**src/core/msq_defines.vh**
```
// Function
// - After calibration the sequencer idles, powered, until monitoring is enabled.
// - Monitor-enable bit in control 1 (18h) starts monitoring in round-robin.
// - Order: supply, internal temp, diode or inputs one/two, inputs three-eight.
// - After input eight the loop restarts at supply, continuously.
// - Clearing monitor-enable stops the measurement loop.
// - Single-channel bit in control 2 (19h) holds one channel, still monitoring.
// - Averaging defaults on: sixteen readings, their mean is the result.
// - Averaging-disable bit in control 2 gives single readings.
// - Two control 1 bits choose diode sensor or analog inputs one/two.
// - Reference bit in control 3 (1Ah): zero internal, one supply.
// - Serial interface defaults I2C; SPI once chosen locks until power cycle.
// - Fast bit in control 3 raises converter clock, drops diode filters.
// - Converter starts at slow clock speed.
// - Analog results are 10-bit straight binary of reference over 1024.
// - Input flagged when above high limit or at or below low limit.
// - Eight-bit limits compare against the upper eight result bits.
// - Unmasked out-of-limit inputs set status 1 (00h) flags and interrupt.
// - Interrupt polarity selectable, default active low.
// - Serial activity aborts conversion and resets converter, restart after.
`ifndef MSQ_DEFINES_VH
`define MSQ_DEFINES_VH

// ----------------------------------------------------------------
// Register indices (byte address is four times the index)
// ----------------------------------------------------------------
`define MSQ_RI_STATUS1   8'h00
`define MSQ_RI_CTRL1     8'h18
`define MSQ_RI_CTRL2     8'h19
`define MSQ_RI_CTRL3     8'h1a
`define MSQ_RI_MASK      8'h1d
`define MSQ_RI_LIMIT     8'h20
`define MSQ_RI_RESULT    8'h40

// ----------------------------------------------------------------
// Field positions
// ----------------------------------------------------------------
`define MSQ_C1_MON_EN    0
`define MSQ_C1_PIN_LO    1
`define MSQ_C1_PIN_HI    2
`define MSQ_C1_INT_POL   3
`define MSQ_C2_SINGLE    4
`define MSQ_C2_AVG_DIS   5
`define MSQ_C3_FAST      0
`define MSQ_C3_REF_VDD   4

// ----------------------------------------------------------------
// Reset values
// ----------------------------------------------------------------
`define MSQ_RST_CTRL1    8'h00
`define MSQ_RST_CTRL2    8'h00
`define MSQ_RST_CTRL3    8'h00
`define MSQ_RST_MASK     8'h00

// ----------------------------------------------------------------
// Channel codes
// ----------------------------------------------------------------
`define MSQ_CH_VDD       4'h0
`define MSQ_CH_TINT      4'h1
`define MSQ_CH_DIODE     4'h2
`define MSQ_CH_ANALOG_IN_ONE      4'h3
`define MSQ_CH_AIN3      4'h5
`define MSQ_CH_ANALOG_IN_EIGHT      4'ha
`define MSQ_NUM_CH       11

// ----------------------------------------------------------------
// Timing
// ----------------------------------------------------------------
`define MSQ_CLK_FREQ_KHZ 25000
`define MSQ_CAL_TIME_US  5000
`define MSQ_CAL_CYCLES   ((`MSQ_CAL_TIME_US * `MSQ_CLK_FREQ_KHZ) / 1000)
`define MSQ_AVG_COUNT    16

`endif

```
**src/core/msq_measure_seq.v**
```verilog
`timescale 1ns/1ps
`default_nettype none
`include "msq_defines.vh"

module msq_measure_seq #(
   parameter CAL_CYCLES = `MSQ_CAL_CYCLES,
   parameter AW         = 10
) (
   // Clock and reset
   input  wire          I_CLK_SYS,
   input  wire          I_ARST_N,
   // AXI4-Lite write address
   input  wire          S_AXI_AWVALID,
   output wire          S_AXI_AWREADY,
   input  wire [AW-1:0] S_AXI_AWADDR,
   input  wire [2:0]    S_AXI_AWPROT,
   // AXI4-Lite write data
   input  wire          S_AXI_WVALID,
   output wire          S_AXI_WREADY,
   input  wire [31:0]   S_AXI_WDATA,
   input  wire [3:0]    S_AXI_WSTRB,
   // AXI4-Lite write response
   output wire          S_AXI_BVALID,
   input  wire          S_AXI_BREADY,
   output wire [1:0]    S_AXI_BRESP,
   // AXI4-Lite read address
   input  wire          S_AXI_ARVALID,
   output wire          S_AXI_ARREADY,
   input  wire [AW-1:0] S_AXI_ARADDR,
   input  wire [2:0]    S_AXI_ARPROT,
   // AXI4-Lite read data
   output wire          S_AXI_RVALID,
   input  wire          S_AXI_RREADY,
   output wire [31:0]   S_AXI_RDATA,
   output wire [1:0]    S_AXI_RRESP,
   // Converter
   output wire          O_CONV_START,
   output wire          O_CONV_RESET,
   output wire [3:0]    O_CONV_CHAN,
   input  wire          I_CONV_DONE,
   input  wire [9:0]    I_CONV_DATA,
   output wire          O_ADC_FAST,
   output wire          O_DIODE_FILTER_EN,
   output wire          O_REF_VDD,
   output wire          O_DIODE_MODE,
   // Serial interface status pins
   input  wire          I_SER_BUSY,
   input  wire          I_SPI_SELECT,
   output wire          O_SPI_LOCKED,
   // Status
   output wire          O_CAL_BUSY,
   output wire          O_MONITORING,
   output wire          O_INT
);

   // ----------------------------------------------------------------
   // States
   // ----------------------------------------------------------------
   localparam [3:0] ST_CAL   = 4'b0001;
   localparam [3:0] ST_IDLE  = 4'b0010;
   localparam [3:0] ST_START = 4'b0100;
   localparam [3:0] ST_WAIT  = 4'b1000;

   reg  [3:0]  state_q;
   reg  [3:0]  state_d;
   reg  [16:0] cal_cnt_q;
   reg  [3:0]  chan_q;
   reg  [3:0]  chan_d;
   reg  [3:0]  samp_q;
   reg  [13:0] acc_q;
   reg         start_q;
   reg         done_evt_q;
   reg  [9:0]  done_val_q;
   reg  [3:0]  done_ch_q;

   reg  [7:0]  ctrl1_q;
   reg  [7:0]  ctrl2_q;
   reg  [7:0]  ctrl3_q;
   reg  [7:0]  mask_q;
   reg  [7:0]  status_q;
   reg  [7:0]  lim_lo_q [0:7];
   reg  [7:0]  lim_hi_q [0:7];
   reg  [9:0]  result_q [0:`MSQ_NUM_CH-1];

   reg         ser_s1_q;
   reg         ser_s2_q;
   reg         spi_s1_q;
   reg         spi_s2_q;
   reg         spi_lock_q;
   reg         int_q;

   // ----------------------------------------------------------------
   // Synchronisers
   // ----------------------------------------------------------------
   always @(posedge I_CLK_SYS or negedge I_ARST_N) begin
      if (!I_ARST_N) begin
         ser_s1_q   <= 1'b0;
         ser_s2_q   <= 1'b0;
         spi_s1_q   <= 1'b0;
         spi_s2_q   <= 1'b0;
         spi_lock_q <= 1'b0;
      end else begin
         ser_s1_q <= I_SER_BUSY;
         ser_s2_q <= ser_s1_q;
         spi_s1_q <= I_SPI_SELECT;
         spi_s2_q <= spi_s1_q;
         // Only a power-up reset releases the lock
         if (spi_s2_q)
            spi_lock_q <= 1'b1;
      end
   end

   // ----------------------------------------------------------------
   // Channel order
   // ----------------------------------------------------------------
   wire mon_en     = ctrl1_q[`MSQ_C1_MON_EN];
   wire diode_mode = ~ctrl1_q[`MSQ_C1_PIN_LO] &
                     ~ctrl1_q[`MSQ_C1_PIN_HI];
   wire single     = ctrl2_q[`MSQ_C2_SINGLE];
   wire avg_dis    = ctrl2_q[`MSQ_C2_AVG_DIS];
   wire [3:0] single_ch = (ctrl2_q[3:0] > `MSQ_CH_ANALOG_IN_EIGHT) ? `MSQ_CH_VDD
                                                        : ctrl2_q[3:0];

   always @* begin
      if (single)
         chan_d = single_ch;
      else if (chan_q == `MSQ_CH_ANALOG_IN_EIGHT)
         chan_d = `MSQ_CH_VDD;
      else if (chan_q == `MSQ_CH_TINT)
         chan_d = diode_mode ? `MSQ_CH_DIODE : `MSQ_CH_ANALOG_IN_ONE;
      else if (chan_q == `MSQ_CH_DIODE)
         chan_d = `MSQ_CH_AIN3;
      else
         chan_d = chan_q + 4'h1;
   end

   // ----------------------------------------------------------------
   // Sequencer
   // ----------------------------------------------------------------
   wire [13:0] sum      = acc_q + {4'h0, I_CONV_DATA};
   wire        last     = avg_dis | ({28'h0, samp_q} == `MSQ_AVG_COUNT - 1);
   wire        cal_done = (cal_cnt_q == CAL_CYCLES[16:0]);

   always @* begin
      state_d = state_q;
      case (state_q)
         ST_CAL: begin
            if (cal_done)
               state_d = ST_IDLE;
         end
         ST_IDLE: begin
            if (mon_en && !ser_s2_q)
               state_d = ST_START;
         end
         ST_START: begin
            if (!mon_en)
               state_d = ST_IDLE;
            else if (!ser_s2_q)
               state_d = ST_WAIT;
         end
         ST_WAIT: begin
            if (!mon_en)
               state_d = ST_IDLE;
            else if (ser_s2_q)
               state_d = ST_START;
            else if (I_CONV_DONE)
               state_d = ST_START;
         end
         default: state_d = ST_CAL;
      endcase
   end

   always @(posedge I_CLK_SYS or negedge I_ARST_N) begin
      if (!I_ARST_N) begin
         state_q    <= ST_CAL;
         cal_cnt_q  <= 17'h00000;
         chan_q     <= `MSQ_CH_VDD;
         samp_q     <= 4'h0;
         acc_q      <= 14'h0000;
         start_q    <= 1'b0;
         done_evt_q <= 1'b0;
         done_val_q <= 10'h000;
         done_ch_q  <= 4'h0;
      end else begin
         state_q    <= state_d;
         start_q    <= 1'b0;
         done_evt_q <= 1'b0;
         if (state_q == ST_CAL && !cal_done)
            cal_cnt_q <= cal_cnt_q + 17'h00001;
         if (state_q == ST_IDLE) begin
            // Every enable starts a fresh round at the supply, or at single_ch when single is set
            chan_q <= single ? single_ch : `MSQ_CH_VDD;
            samp_q <= 4'h0;
            acc_q  <= 14'h0000;
         end
         if (state_q == ST_START && state_d == ST_WAIT)
            start_q <= 1'b1;
         // Abort drops the partial average; the channel starts over
         if (state_q == ST_WAIT && ser_s2_q) begin
            samp_q <= 4'h0;
            acc_q  <= 14'h0000;
         end else if (state_q == ST_WAIT && mon_en && I_CONV_DONE) begin
            if (last) begin
               done_evt_q <= 1'b1;
               done_ch_q  <= chan_q;
               done_val_q <= avg_dis ? I_CONV_DATA : sum[13:4];
               chan_q     <= chan_d;
               samp_q     <= 4'h0;
               acc_q      <= 14'h0000;
            end else begin
               samp_q <= samp_q + 4'h1;
               acc_q  <= sum;
            end
         end
      end
   end

   // ----------------------------------------------------------------
   // Results and limit compare
   // ----------------------------------------------------------------
   wire [7:0] raw_flag;

   genvar g;
   generate
      for (g = 0; g < `MSQ_NUM_CH; g = g + 1) begin : g_res
         always @(posedge I_CLK_SYS or negedge I_ARST_N) begin
            if (!I_ARST_N)
               result_q[g] <= 10'h000;
            else if (done_evt_q && {28'h0, done_ch_q} == g)
               result_q[g] <= done_val_q;
         end
      end
      for (g = 0; g < 8; g = g + 1) begin : g_cmp
         assign raw_flag[g] = done_evt_q &&
            ({28'h0, done_ch_q} == `MSQ_CH_ANALOG_IN_ONE + g) &&
            ((done_val_q[9:2] > lim_hi_q[g]) ||
             (done_val_q[9:2] <= lim_lo_q[g]));
      end
   endgenerate

   // ----------------------------------------------------------------
   // AXI4-Lite slave
   // ----------------------------------------------------------------
   reg            aw_have_q;
   reg            w_have_q;
   reg  [AW-1:0]  awaddr_q;
   reg  [31:0]    wdata_q;
   reg  [3:0]     wstrb_q;
   reg            bvalid_q;
   reg  [1:0]     bresp_q;
   reg            rvalid_q;
   reg  [31:0]    rdata_q;
   reg  [1:0]     rresp_q;
   reg  [31:0]    rd_mux;
   reg            rd_ok;

   assign S_AXI_AWREADY = ~aw_have_q & ~bvalid_q;
   assign S_AXI_WREADY  = ~w_have_q & ~bvalid_q;
   assign S_AXI_BVALID  = bvalid_q;
   assign S_AXI_BRESP   = bresp_q;
   assign S_AXI_ARREADY = ~rvalid_q;
   assign S_AXI_RVALID  = rvalid_q;
   assign S_AXI_RDATA   = rdata_q;
   assign S_AXI_RRESP   = rresp_q;

   wire       do_wr  = aw_have_q & w_have_q & ~bvalid_q;
   wire       do_rd  = S_AXI_ARVALID & ~rvalid_q;
   wire [7:0] wr_idx = awaddr_q[9:2];
   wire [7:0] rd_idx = S_AXI_ARADDR[9:2];
   wire       wr_lim = (wr_idx[7:3] == 5'h04);
   wire       wr_ok  = (wr_idx == `MSQ_RI_CTRL1) |
                       (wr_idx == `MSQ_RI_CTRL2) |
                       (wr_idx == `MSQ_RI_CTRL3) |
                       (wr_idx == `MSQ_RI_MASK) | wr_lim;

   always @* begin
      rd_mux = 32'h00000000;
      rd_ok  = 1'b1;
      if (rd_idx == `MSQ_RI_STATUS1)
         rd_mux[7:0] = status_q;
      else if (rd_idx == `MSQ_RI_CTRL1)
         rd_mux[7:0] = ctrl1_q;
      else if (rd_idx == `MSQ_RI_CTRL2)
         rd_mux[7:0] = ctrl2_q;
      else if (rd_idx == `MSQ_RI_CTRL3)
         rd_mux[7:0] = ctrl3_q;
      else if (rd_idx == `MSQ_RI_MASK)
         rd_mux[7:0] = mask_q;
      else if (rd_idx[7:3] == 5'h04)
         rd_mux[15:0] = {lim_hi_q[rd_idx[2:0]], lim_lo_q[rd_idx[2:0]]};
      else if (rd_idx >= `MSQ_RI_RESULT &&
               {24'h0, rd_idx} < `MSQ_RI_RESULT + `MSQ_NUM_CH)
         rd_mux[9:0] = result_q[rd_idx[3:0]];
      else
         rd_ok = 1'b0;
   end

   integer k;
   always @(posedge I_CLK_SYS or negedge I_ARST_N) begin
      if (!I_ARST_N) begin
         aw_have_q <= 1'b0;
         w_have_q  <= 1'b0;
         awaddr_q  <= {AW{1'b0}};
         wdata_q   <= 32'h00000000;
         wstrb_q   <= 4'h0;
         bvalid_q  <= 1'b0;
         bresp_q   <= 2'h0;
         rvalid_q  <= 1'b0;
         rdata_q   <= 32'h00000000;
         rresp_q   <= 2'h0;
         ctrl1_q   <= `MSQ_RST_CTRL1;
         ctrl2_q   <= `MSQ_RST_CTRL2;
         ctrl3_q   <= `MSQ_RST_CTRL3;
         mask_q    <= `MSQ_RST_MASK;
         for (k = 0; k < 8; k = k + 1) begin
            lim_lo_q[k] <= 8'h00;
            lim_hi_q[k] <= 8'hff;
         end
      end else begin
         if (S_AXI_AWVALID && S_AXI_AWREADY) begin
            aw_have_q <= 1'b1;
            awaddr_q  <= S_AXI_AWADDR;
         end
         if (S_AXI_WVALID && S_AXI_WREADY) begin
            w_have_q <= 1'b1;
            wdata_q  <= S_AXI_WDATA;
            wstrb_q  <= S_AXI_WSTRB;
         end
         if (do_wr) begin
            aw_have_q <= 1'b0;
            w_have_q  <= 1'b0;
            bvalid_q  <= 1'b1;
            bresp_q   <= wr_ok ? 2'h0 : 2'h2;
            if (wstrb_q[0]) begin
               if (wr_idx == `MSQ_RI_CTRL1)
                  ctrl1_q <= {4'h0, wdata_q[3:0]};
               if (wr_idx == `MSQ_RI_CTRL2)
                  ctrl2_q <= {2'h0, wdata_q[5:0]};
               if (wr_idx == `MSQ_RI_CTRL3)
                  ctrl3_q <= {3'h0, wdata_q[4], 3'h0, wdata_q[0]};
               if (wr_idx == `MSQ_RI_MASK)
                  mask_q <= wdata_q[7:0];
               if (wr_lim)
                  lim_lo_q[wr_idx[2:0]] <= wdata_q[7:0];
            end
            if (wstrb_q[1] && wr_lim)
               lim_hi_q[wr_idx[2:0]] <= wdata_q[15:8];
         end
         if (bvalid_q && S_AXI_BREADY)
            bvalid_q <= 1'b0;
         if (do_rd) begin
            rvalid_q <= 1'b1;
            rdata_q  <= rd_mux;
            rresp_q  <= rd_ok ? 2'h0 : 2'h2;
         end else if (rvalid_q && S_AXI_RREADY) begin
            rvalid_q <= 1'b0;
         end
      end
   end

   // ----------------------------------------------------------------
   // Status flags and interrupt pin
   // ----------------------------------------------------------------
   wire [7:0] rd_clr = (do_rd && rd_idx == `MSQ_RI_STATUS1) ? status_q
                                                          : 8'h00;
   // A new flag in the read cycle survives the clear
   wire [7:0] flag_set = raw_flag & ~mask_q;
   wire       int_pol  = ctrl1_q[`MSQ_C1_INT_POL];

   always @(posedge I_CLK_SYS or negedge I_ARST_N) begin
      if (!I_ARST_N) begin
         status_q <= 8'h00;
         int_q    <= 1'b1;
      end else begin
         status_q <= (status_q & ~rd_clr) | flag_set;
         int_q    <= int_pol ? (|status_q) : ~(|status_q);
      end
   end

   // ----------------------------------------------------------------
   // Outputs
   // ----------------------------------------------------------------
   assign O_CONV_START      = start_q;
   assign O_CONV_RESET      = ser_s2_q | (state_q != ST_WAIT);
   assign O_CONV_CHAN       = chan_q;
   assign O_ADC_FAST        = ctrl3_q[`MSQ_C3_FAST];
   assign O_DIODE_FILTER_EN = ~ctrl3_q[`MSQ_C3_FAST];
   assign O_REF_VDD         = ctrl3_q[`MSQ_C3_REF_VDD];
   assign O_DIODE_MODE      = diode_mode;
   assign O_SPI_LOCKED      = spi_lock_q;
   assign O_CAL_BUSY        = (state_q == ST_CAL);
   assign O_MONITORING      = (state_q == ST_START) | (state_q == ST_WAIT);
   assign O_INT             = int_q;

endmodule
`default_nettype wire

```
**config.mk**
```make
export PLATFORM = sky130hd
export DESIGN_NAME = msq_measure_seq
export DESIGN_NICKNAME = d
export VERILOG_FILES = /design/src/core/msq_measure_seq.v
export VERILOG_INCLUDE_DIRS = /design/src /design/src/core
export SDC_FILE = /design/constraint.sdc
export NUM_CORES = 1
export LEC_CHECK = 0
export ABC_AREA = 1
export BUFFER_PORTS_ARGS = -buffer_cell sky130_fd_sc_hd__buf_2
export CAP_MARGIN = 20
export CORE_MARGIN = 2
export CORE_UTILIZATION = 60
export CTS_CLUSTER_DIAMETER = 150
export DETAILED_ROUTE_END_ITERATION = 8
export PLACE_DENSITY = 0.82
export REMOVE_ABC_BUFFERS = 1
export SLEW_MARGIN = 20
export SYNTH_ARGS = -nofsm -noshare
export SYNTH_HDL_FRONTEND = slang
export SYNTH_SLANG_ARGS = --single-unit
```
**constraint.sdc**
```tcl
create_clock -name I_CLK_SYS -period 2.9 [get_ports I_CLK_SYS]
set_input_delay 0.29 -clock I_CLK_SYS [delete_from_list [all_inputs] [get_ports I_CLK_SYS]]
set_output_delay 0.29 -clock I_CLK_SYS [all_outputs]
set_load 0.03 [all_outputs]
```
== Word level (Yosys, flattened, before mapping) ==
Index checks and enable logic that the tools add are counted.
Cells by class
  mux-type cells: 77
  equality and inequality tests: 31
  order comparisons: 23
  reduce and logical (&&, ||, !) cells: 58
  bitwise logic cells: 30
  add/sub/neg operators: 4
Operators with widths (count)
  bitwise mux 64 bit: 2
  two-way mux 8 bit: 16
  two-way mux 4 bit: 21
  == test 8 x 5 -> 1 bit, second input constant: 8
  greater-than comparator 8 bit: 8
  less-or-equal comparator 8 bit: 8
  two-way mux 14 bit: 4
  two-way mux 10 bit: 5
  binary-select mux 8 bit (select 3 bit): 2
  binary-select mux 10 bit (select 4 bit): 1
  logical AND 1 bit: 33
  == test 4 bit, second input constant: 7
  demux 8 bit (select 3 bit): 1
  two-way mux 1 bit: 21
  == test 4 x 3 -> 1 bit, second input constant: 5
  AND reduction 3 bit: 6
  adder 17 x 1 -> 17 bit, second input constant: 1
  == test 17 bit, second input constant: 1
  bitwise AND 8 bit: 2
  == test 4 x 2 -> 1 bit, second input constant: 4
  inverter 8 bit: 2
  one-hot mux 4 bit (4 select lines): 1
  adder 14 x 10 -> 14 bit: 1
  == test 4 x 1 -> 1 bit, second input constant: 3
  other kinds (25): 60
Word-level totals
  output and inout bits: 55
  register bits: 383
  bits of input ports: 82

== Depth between registers and ports, before layout ==
Gate-level depths: netlist of the first run.
  word-level depth: 11
  depth in mapped cells: 14

== Least setup slack after synthesis of the first run ==
Ideal clock, no wire load.
  kind: register to register
  start point: register done_val_q[2]
  end point: register status_q[3]
  data required time: 2.768 ns
  setup time: 0.132 ns
  path slack: 0.914 ns
  arrival: 1.854 ns
  stages on the path, launching flop included: 13
  cell sequence: dfrtp_1 -> inv_1 -> clkbuf_1 -> ha_1 -> inv_1 -> a21oi_1 -> o21ai_0 -> nand2_1 -> nand2_1 -> o21ai_0 -> nand2_1 -> o21ai_0 -> o21ai_0
On the way
  word-level cells in the longest chain between the ends: 5
RTL lines
  start, declared: RTL line msq_measure_seq.v:73  | reg [9:0] done_val_q;
  start signal, assigned: RTL line msq_measure_seq.v:206  | done_val_q <= avg_dis ? I_CONV_DATA : sum[13:4];
  greater-than comparator 8 bit or less-or-equal comparator 8 bit (tied branches): RTL line msq_measure_seq.v:236, msq_measure_seq.v:237
  logical OR 1 bit (*): RTL line msq_measure_seq.v:236  | ((done_val_q[9:2] > lim_hi_q[g]) ||
  logical AND 1 bit (*): RTL line msq_measure_seq.v:234  | assign raw_flag[g] = done_evt_q &&
  bitwise AND 8 bit (*): RTL line msq_measure_seq.v:367  | wire [7:0] flag_set = raw_flag & ~mask_q;
  bitwise OR 8 bit (*): RTL line msq_measure_seq.v:375  | status_q <= (status_q & ~rd_clr) | flag_set;
  end signal, assigned: RTL line msq_measure_seq.v:375
  end, declared: RTL line msq_measure_seq.v:80  | reg [7:0] status_q;
Every way passes the cells marked *; elsewhere a longest branch is shown, timed or not.
A chain may end at the register's enable or synchronous reset.

== Final worst setup path of the first run ==
  start point: register acc_q[0]
  end point: register done_val_q[6]
On the way
  word-level cells in the longest chain between the ends: 2
RTL lines
  start, declared: RTL line msq_measure_seq.v:70  | reg [13:0] acc_q;
  start signal, assigned: RTL line msq_measure_seq.v:212  | acc_q <= sum;
  adder 14 x 10 -> 14 bit: RTL line msq_measure_seq.v:140  | wire [13:0] sum = acc_q + {4'h0, I_CONV_DATA};
  two-way mux 10 bit: RTL line msq_measure_seq.v:206
No other way between the ends.

==> reports/qor.csv, run 1 <==
stage,metric,value,unit
outcome,status,completed,
floorplanning,die_y,191,um
placement,gp_congestion,1.02,
critical_path,start_kind,flip-flop,
finish,drive_above_1_share,10.5,%
synth,avgSynthCellArea,7.79,um2
global_routing,grtUsageMet1,45.8,%
critical_path,r2r_setup_slack,0.52,ns
timing,fin_crit,2.38,ns
power,power.total,14.1,mW
synth,ys_async_sr_fraction,100,%
clock_network,ctsHoldBuffers,29,
timing,rsz0062_at_grt,false,
power,leakagePower,11.1,nW
critical_path,cp_common_cell,nand2_1,
clock_network,root_buffer,clkbuf_16,
global_routing,grt_max_degree,79,
power,ir_worst_vdd,0.649,mV
critical_path,worstPathRequired,3.34,ns
job,cap_violations,0,
clock_network,cts.repair.resized,0,
timing,tightest_slew,0.966,ns
floorplanning,fp-row-count,68,
global_routing,grtUsageMet3,6.21,%
detailed_routing,routed-via-count,19400,
clock_network,cts_setup_buffers,0,
critical_path,cpPeakStageDelay,0.51,ns
timing,fin_crit_sh,82.0,%
floorplanning,fp.dieW,191,um
global_routing,grt_pass1_wl,97300,um
clock_network,cts_sinks,379,
power,pwr_density_cell,594,nW/um2
clock_network,clk_latency,0.57,ns
critical_path,criticalPathCategory,flip-flop to flip-flop,
global_routing,grt_pass1_vias,18800,
global_routing,track_usage,34.1,%
synth,synthDistinctLibCells,47,
detailed_routing,drc,0,
placement,post_dp_cell_area,22000,um2
timing,clock_skew,0.0165,ns
timing,setup_viol,0,
critical_path,worstPathArrival,2.82,ns
global_routing,antenna_found_initial,0,
global_routing,grt_util_met2,54.4,%
placement,hpwl,41600,um
timing,drv_slew,0,
critical_path,critical_path.slowest_cell,o21ai_0,
finish,num-fill-cells,2775,
detailed_routing,wl_per_cell,18.6,um
floorplanning,ios,137,
floorplanning,core-area,34500,um2
detailed_routing,dr.pass1.iters,6,
finish,stdcell_area,23800,um2
clock_network,path_clk_slew,0.06,ns
global_routing,grt_remaining_overflow,0,
synth,syn_area,21000,um2
timing,finalHoldViolCount,0,
placement,numPortBuffers,90,
timing,max_freq,0.420,GHz
floorplanning,dieArea,36500,um2
clock_network,cts_buffer_depth,3,
clock_network,cts_tree,built,
floorplanning,start_util,60.8,%
synth,synth_edf_count,0,
min_path,min_path_type,input pin to flip-flop,
timing,slew_headroom,35.4,%
timing,finalSetupTns,0,ns
synth,synth_seq_cells,379,
critical_path,critPathBufInv,1,
finish,nNetsFinal,3029,
critical_path,path_max_fanout,4,
detailed_routing,drt_iter0_markers,2254,
critical_path,endpoint_kind,flip-flop,
finish,antennaDiodeCount,0,
global_routing,grt_busiest_layer,met2,
detailed_routing,ant_nets,0,
critical_path,crit_family,compound AO/OA/AOI/OAI gates,
synth,synth-main-ff-cell,dfrtp_1,
detailed_routing,viasPerCell,5.88,
clock_network,cts_buffers,42,
synth,synthCells,2697,
detailed_routing,wirelength,61200,um
clock_network,htreeDepth,2,
synth,synth-warning-count,0,
synth,synth_seq_area_share,45.5,%
finish,syn_to_final_growth,13.2,%
critical_path,path_cells,"ha_1, inv_1, fa_1, o21ai_0, nand2_1, nand2_1, nand2_1, nand3_1, nand2_1, o21ai_0, nand2_1",
## flip-flops by register name (all words and copies together), names as in the netlist, 2 cells and up
name,flops
done_ch_q,4
ctrl2_q,6
ctrl1_q,4
wstrb_q,2
done_val_q,10
ctrl3_q,2
state_q,4
mask_q,8
cal_cnt_q,17
lim_lo_q,64
acc_q,14
wdata_q,16
lim_hi_q,64
S_AXI_RDATA,16
samp_q,4
status_q,8
O_CONV_CHAN,4
result_q,110
awaddr_q,8
## final timing paths
check / depth (start not counted) / start / end
worst max-delay path: 11 / acc_q[0] / done_val_q[6]
worst min-delay path: 3 / S_AXI_AWADDR[2] / awaddr_q[2]
worst max register to register: 11 / acc_q[0] / done_val_q[6]
worst min register to register: 0 / ser_s1_q / ser_s2_q
max in group asynchronous: 3 / I_ARST_N / lim_hi_q[42]
min in group asynchronous: 2 / I_ARST_N / wdata_q[7]
## cell families (layout without fill, tap and decap cells)
| kind of cell | Yosys count | after routing | synth area share, % |
|---|---|---|---|
| other | 1 | 18 | 0.0178 |
| buffers and inverters | 444 | 568 | 8.50 |
| adder cells (fa/ha/maj) | 142 | 142 | 8.49 |
| multiplexers | 4 | 4 | 0.214 |
| AND/OR/NAND/NOR | 1138 | 1138 | 22.0 |
| flip-flops | 379 | 379 | 45.5 |
| XOR/XNOR | 23 | 23 | 0.959 |
| AO/OA/AOI/OAI | 566 | 566 | 14.2 |
## synthesized netlist by cell type, types with 2 or more instances
library cell  number  share of area (%)
xor2_1            16               0.67
ha_1             141                8.4
mux2_2             4               0.21
clkbuf_1          69                1.2
nand3b_1           5               0.18
dfrtp_1          313                 37
clkinv_1           5              0.089
nor2_1           162                2.9
o2111ai_1          5               0.21
nor2_2             2              0.060
o31ai_1            2              0.071
o21ai_0          369                8.8
o21ai_1            7               0.17
buf_6              2               0.11
o21a_1             4               0.14
nand4_1           25               0.74
a22oi_1           14               0.50
buf_1              3              0.054
o21bai_1           2              0.071
nand2_1          774                 14
a22o_1             3               0.13
a31oi_1            5               0.15
nand3_1          122                2.9
buf_2             28               0.67
dfstp_2           66                8.3
nor4_1             9               0.27
buf_4             18               0.64
or2_2             10               0.30
o211ai_1          15               0.54
inv_1            318                5.7
nor3_1            25               0.60
a21oi_1          125                3.0
xnor2_1            7               0.29
nor3_4             2               0.15
o22ai_1            8               0.24
## cells in the final DEF (no fill, tap or decap), types with 5 or more instances in the layout
cell           synthesis  final
nand2_1              774    774
o21ai_0              369    369
inv_1                318    318
dfrtp_1              313    313
nor2_1               162    160
ha_1                 141    141
a21oi_1              125    125
nand3_1              122    122
buf_2                 28     89
dfstp_2               66     66
clkbuf_16              0     44
buf_4                 18     44
dlygate4sd3_1          0     29
nor3_1                25     25
nand4_1               25     25
conb_1                 1     18
xor2_1                16     16
o211ai_1              15     15
a22oi_1               14     14
or2_2                 10     10
o22ai_1                8      8
clkbuf_1              69      8
nor4_1                 9      7
o21ai_1                7      7
xnor2_1                7      7
bufinv_16              0      7
clkbuf_8               0      7
clkinv_1               5      5
a31oi_1                5      5
o2111ai_1              5      5
nand3b_1               5      5
clkinv_2               0      5
buf_12                 0      5
## cell type report
type | instances | area, um2 | area share [%]
Inverter | 323 | 1210 | 5.10
Sequential cell | 379 | 9570 | 40.2
Timing Repair Buffer | 168 | 1180 | 4.97
Clock buffer | 59 | 1230 | 5.16
Multi-Input combinational cell | 1891 | 9740 | 41.0
Tap cell | 455 | 569 | 2.39
Clock inverter | 18 | 284 | 1.19
## worst register-to-register path, delay by kind of cell, from the launching register on
family,cells,cell delay (ns)
compound gates,2,0.66
fa+ha+maj,2,0.64
simple gates,6,0.53
flops,1,0.36
buf+inv,1,0.08
## metal layers
layer  up-vias  routed length (um)
met5         -                   0
met4         0                2500
met3       180                6260
met2      1005               27900
met1      9229               24500
li1       8947                   -
## per-stage QoR
step | worst slack (ns) | util [%] | std cells | hold WS [ns]
CTS | 0.586 | 68.9 | 3293 | 0.00360
detailed placement | 0.562 | 63.6 | 3187 | 0.300
finish | 0.521 | 68.9 | 3293 | 0.0182
global placement | 0.578 | 63.6 | 3187 | 0.299
global route | 0.361 | 68.9 | 3293 | 0.0313
floorplan | 0.451 | - | 2593 | -0.00559
## report_power, final
| group | internal, mW | switching (mW) | total (mW) |
|---|---|---|---|
| logic | 0.637 | 1.63 | 2.27 |
| registers | 5.74 | 0.271 | 6.01 |
| clock network | 3.59 | 2.25 | 5.84 |
Note: power is estimated with default switching activity, not from simulation.
==> inputs of run 2 (changes only) <==
==> constraint.sdc (replaced) <==
create_clock -name I_CLK_SYS -period 2.2 [get_ports I_CLK_SYS]
set_input_delay 0.22 -clock I_CLK_SYS [delete_from_list [all_inputs] [get_ports I_CLK_SYS]]
set_output_delay 0.22 -clock I_CLK_SYS [all_outputs]
set_load 0.03 [all_outputs]
==> run 2 against run 1 <==
Against the previous run:
- non-clock buffer count rose by 57
- via count rose by 0.79%
- register-to-register slack got worse by 0.42 ns
- sequential share of layout area fell by 0.95 points
- routed wire length rose by 2.4%
- critical path depth fell by 3
- global-route usage rose by 0.97 points
- hold slack got worse by 0.0055 ns
- cell area rose by 2.4%
- clock power rose by 30%
- clock skew rose by 0.0049 ns
- critical path type unchanged
==> reports/qor.csv, run 2 (same netlist as run 1, synthesis figures left out) <==
stage,metric,value,unit,change
placement,post_dp_cell_area,22500,um2,was 22000 um2
critical_path,path_max_fanout,7,,was 4
finish,largest_register_ffs,110,,unchanged
floorplanning,core-area,34500,um2,unchanged
finish,syn_to_final_growth,15.9,%,was 13.2%
finish,final_cell_mix,"nand2_1 (774), o21ai_0 (366), inv_1 (318)",,"was nand2_1 (774), o21ai_0 (369), inv_1 (318)"
outcome,status,completed,,unchanged
critical_path,endpoint_kind,flip-flop,,unchanged
global_routing,grt_pass1_wl,99500,um,was 97300 um
global_routing,grtUsageMet1,46.2,%,was 45.8%
placement,dpl.cell_count,3239,,was 3187
placement,numPortBuffers,90,,unchanged
clock_network,cts_sinks,379,,unchanged
floorplanning,fp-row-count,68,,unchanged
timing,finalHoldViolCount,0,,unchanged
global_routing,grt_util_met2,56.3,%,was 54.4%
floorplanning,start_util,60.8,%,unchanged
finish,final_cells,3351,,was 3293
finish,stdcell_area,24400,um2,was 23800 um2
finish,drive_above_1_share,12.2,%,was 10.5%
placement,dp_slack,0.0932,ns,was 0.562 ns
placement,hpwl,43300,um,was 41600 um
critical_path,start_kind,flip-flop,,unchanged
finish,largestRegisters,"result_q (110), lim_hi_q (64), lim_lo_q (64)",,unchanged
timing,clock_skew,0.0215,ns,was 0.0165 ns
timing,slew_headroom,60.3,%,was 35.4%
global_routing,antenna_found_initial,0,,unchanged
timing,fin_crit,2.10,ns,was 2.38 ns
clock_network,clk_latency,0.57,ns,about the same
floorplanning,dieArea,36500,um2,unchanged
finish,finish.utilization,70.5,%,was 68.9%
timing,drv_slew,0,,unchanged
critical_path,path_cells,"ha_1, nand2_1, nor2_1, nand3_1, o21ai_0, nand2_1, o21ai_0, o21ai_0",,"was ha_1, inv_1, fa_1, o21ai_0, nand2_1, nand2_1, nand2_1, nand3_1, nand2_1, o21ai_0, nand2_1"
finish,nNetsFinal,3086,,was 3029
critical_path,worstPathArrival,2.53,ns,was 2.82 ns
power,pwr_density_cell,762,nW/um2,was 594 nW/um2
job,cap_violations,0,,unchanged
critical_path,criticalPathCategory,flip-flop to flip-flop,,unchanged
finish,antennaDiodeCount,0,,unchanged
finish,final_common_cell,nand2_1,,unchanged
critical_path,critical_path.slowest_cell,dfrtp_1,,was o21ai_0
global_routing,grtUsageMet3,8.17,%,was 6.21%
global_routing,grt_busiest_layer,met2,,unchanged
power,leakagePower,11.4,nW,was 11.1 nW
clock_network,cts_setup_buffers,0,,unchanged
floorplanning,fp.dieW,191,um,unchanged
power,ir_worst_vdd,0.779,mV,was 0.649 mV
detailed_routing,wirelength,62600,um,was 61200 um
timing,layout_setup_ws,0.104,ns,was 0.521 ns
critical_path,worstPathRequired,2.64,ns,was 3.34 ns
timing,finalSetupTns,0,ns,unchanged
clock_network,root_buffer,clkbuf_16,,unchanged
global_routing,grt_pass1_vias,19200,,was 18800
clock_network,cts_buffer_depth,3,,unchanged
detailed_routing,wl_per_cell,18.7,um,was 18.6 um
global_routing,grt_remaining_overflow,0,,unchanged
finish,regMostFlops,result_q,,unchanged
timing,setup_viol,0,,unchanged
placement,gp_congestion,0.952,,was 1.02
clock_network,cts_buffers,42,,unchanged
power,power.total,18.6,mW,was 14.1 mW
detailed_routing,viasPerCell,5.82,,was 5.88
timing,tightest_slew,0.596,ns,was 0.966 ns
floorplanning,ios,137,,unchanged
timing,max_freq,0.477,GHz,was 0.420 GHz
timing,hold_ws,0.0128,ns,was 0.0182 ns
clock_network,htreeDepth,2,,unchanged
detailed_routing,ant_nets,0,,unchanged
clock_network,path_clk_slew,0.06,ns,about the same
timing,rsz0062_at_grt,true,,was false
critical_path,cpPeakStageDelay,0.60,ns,was 0.51 ns
detailed_routing,drc,0,,unchanged
finish,num-fill-cells,2691,,was 2775
critical_path,cp_common_cell,o21ai_0,,was nand2_1
floorplanning,die_y,191,um,unchanged
detailed_routing,drt_iter0_markers,2076,,was 2254
min_path,min_path_type,input pin to flip-flop,,unchanged
timing,fin_crit_sh,95.3,%,was 82.0%
global_routing,track_usage,35.1,%,was 34.1%
global_routing,grt_max_degree,67,,was 79
clock_network,cts_tree,built,,unchanged
detailed_routing,dr.pass1.iters,6,,unchanged
detailed_routing,routed-via-count,19500,,was 19400
-- run 2: changes by cell type in the layout (fill, tap and decap cells not counted), sizes merged --
cell,before,now
buf,139,191
dlygate4sd3,29,34
clkinv,10,14
inv,321,319
bufinv,7,6
-- run 2: report_power, final --
part / leakage, nW / internal [mW] / switching (mW) / total (mW)
sequential: 4.83 / 7.57 / 0.350 / 7.92
clock: 0.725 / 4.62 / 2.94 / 7.57
combinational: 5.89 / 0.908 / 2.18 / 3.09
-- run 2: worst paths after layout --
| kind | start | endpoint | slack [ns] | cells past startpoint |
|---|---|---|---|---|
| setup / recovery | done_val_q[6] | status_q[4] | 0.10 | 8 |
| hold / removal | I_CONV_DATA[8] | done_val_q[8] | 0.01 | 3 |
| setup reg to reg | done_val_q[6] | status_q[4] | 0.10 | 8 |
| hold reg to reg | spi_s1_q | spi_s2_q | 0.35 | 0 |
| max in group asynchronous | I_ARST_N | lim_hi_q[48] | 1.17 | 3 |
| min in group asynchronous | I_ARST_N | wdata_q[5] | 0.21 | 2 |
-- run 2: final cells by class --
class                      count  area (um2)  area share, %
inverter                     323        1210           4.98
clock buffer                  59        1230           5.05
clock inverter                19         258           1.06
tap                          455         569           2.34
sequential                   379        9570           39.3
timing repair buffer         225        1760           7.22
multi-input combinational   1891        9760           40.1
-- run 2: worst max-delay path, delay by kind of cell (launching register included) --
kind	cells	cell delay, ns
adder cells (fa/ha/maj)	1	0.41
AND/OR/NAND/NOR	4	0.40
AO/OA/AOI/OAI	3	0.56
flip-flops	1	0.60
-- run 2: metal layers --
| layer | share of wire, % | up-vias | wire length, um |
|---|---|---|---|
| li1 | - | 9070 | - |
| met1 | 40 | 9294 | 24800 |
| met2 | 46 | 978 | 28800 |
| met3 | 10 | 171 | 6560 |
| met4 | 3.8 | 0 | 2400 |
| met5 | 0 | - | 0 |
-- run 2: repair_timing --
item	4_1_cts	5_1_grt
gates resized for setup	0	7
hold buffers	34	0
setup endpoints to repair	0	10
endpoints found under the hold margin	84	0
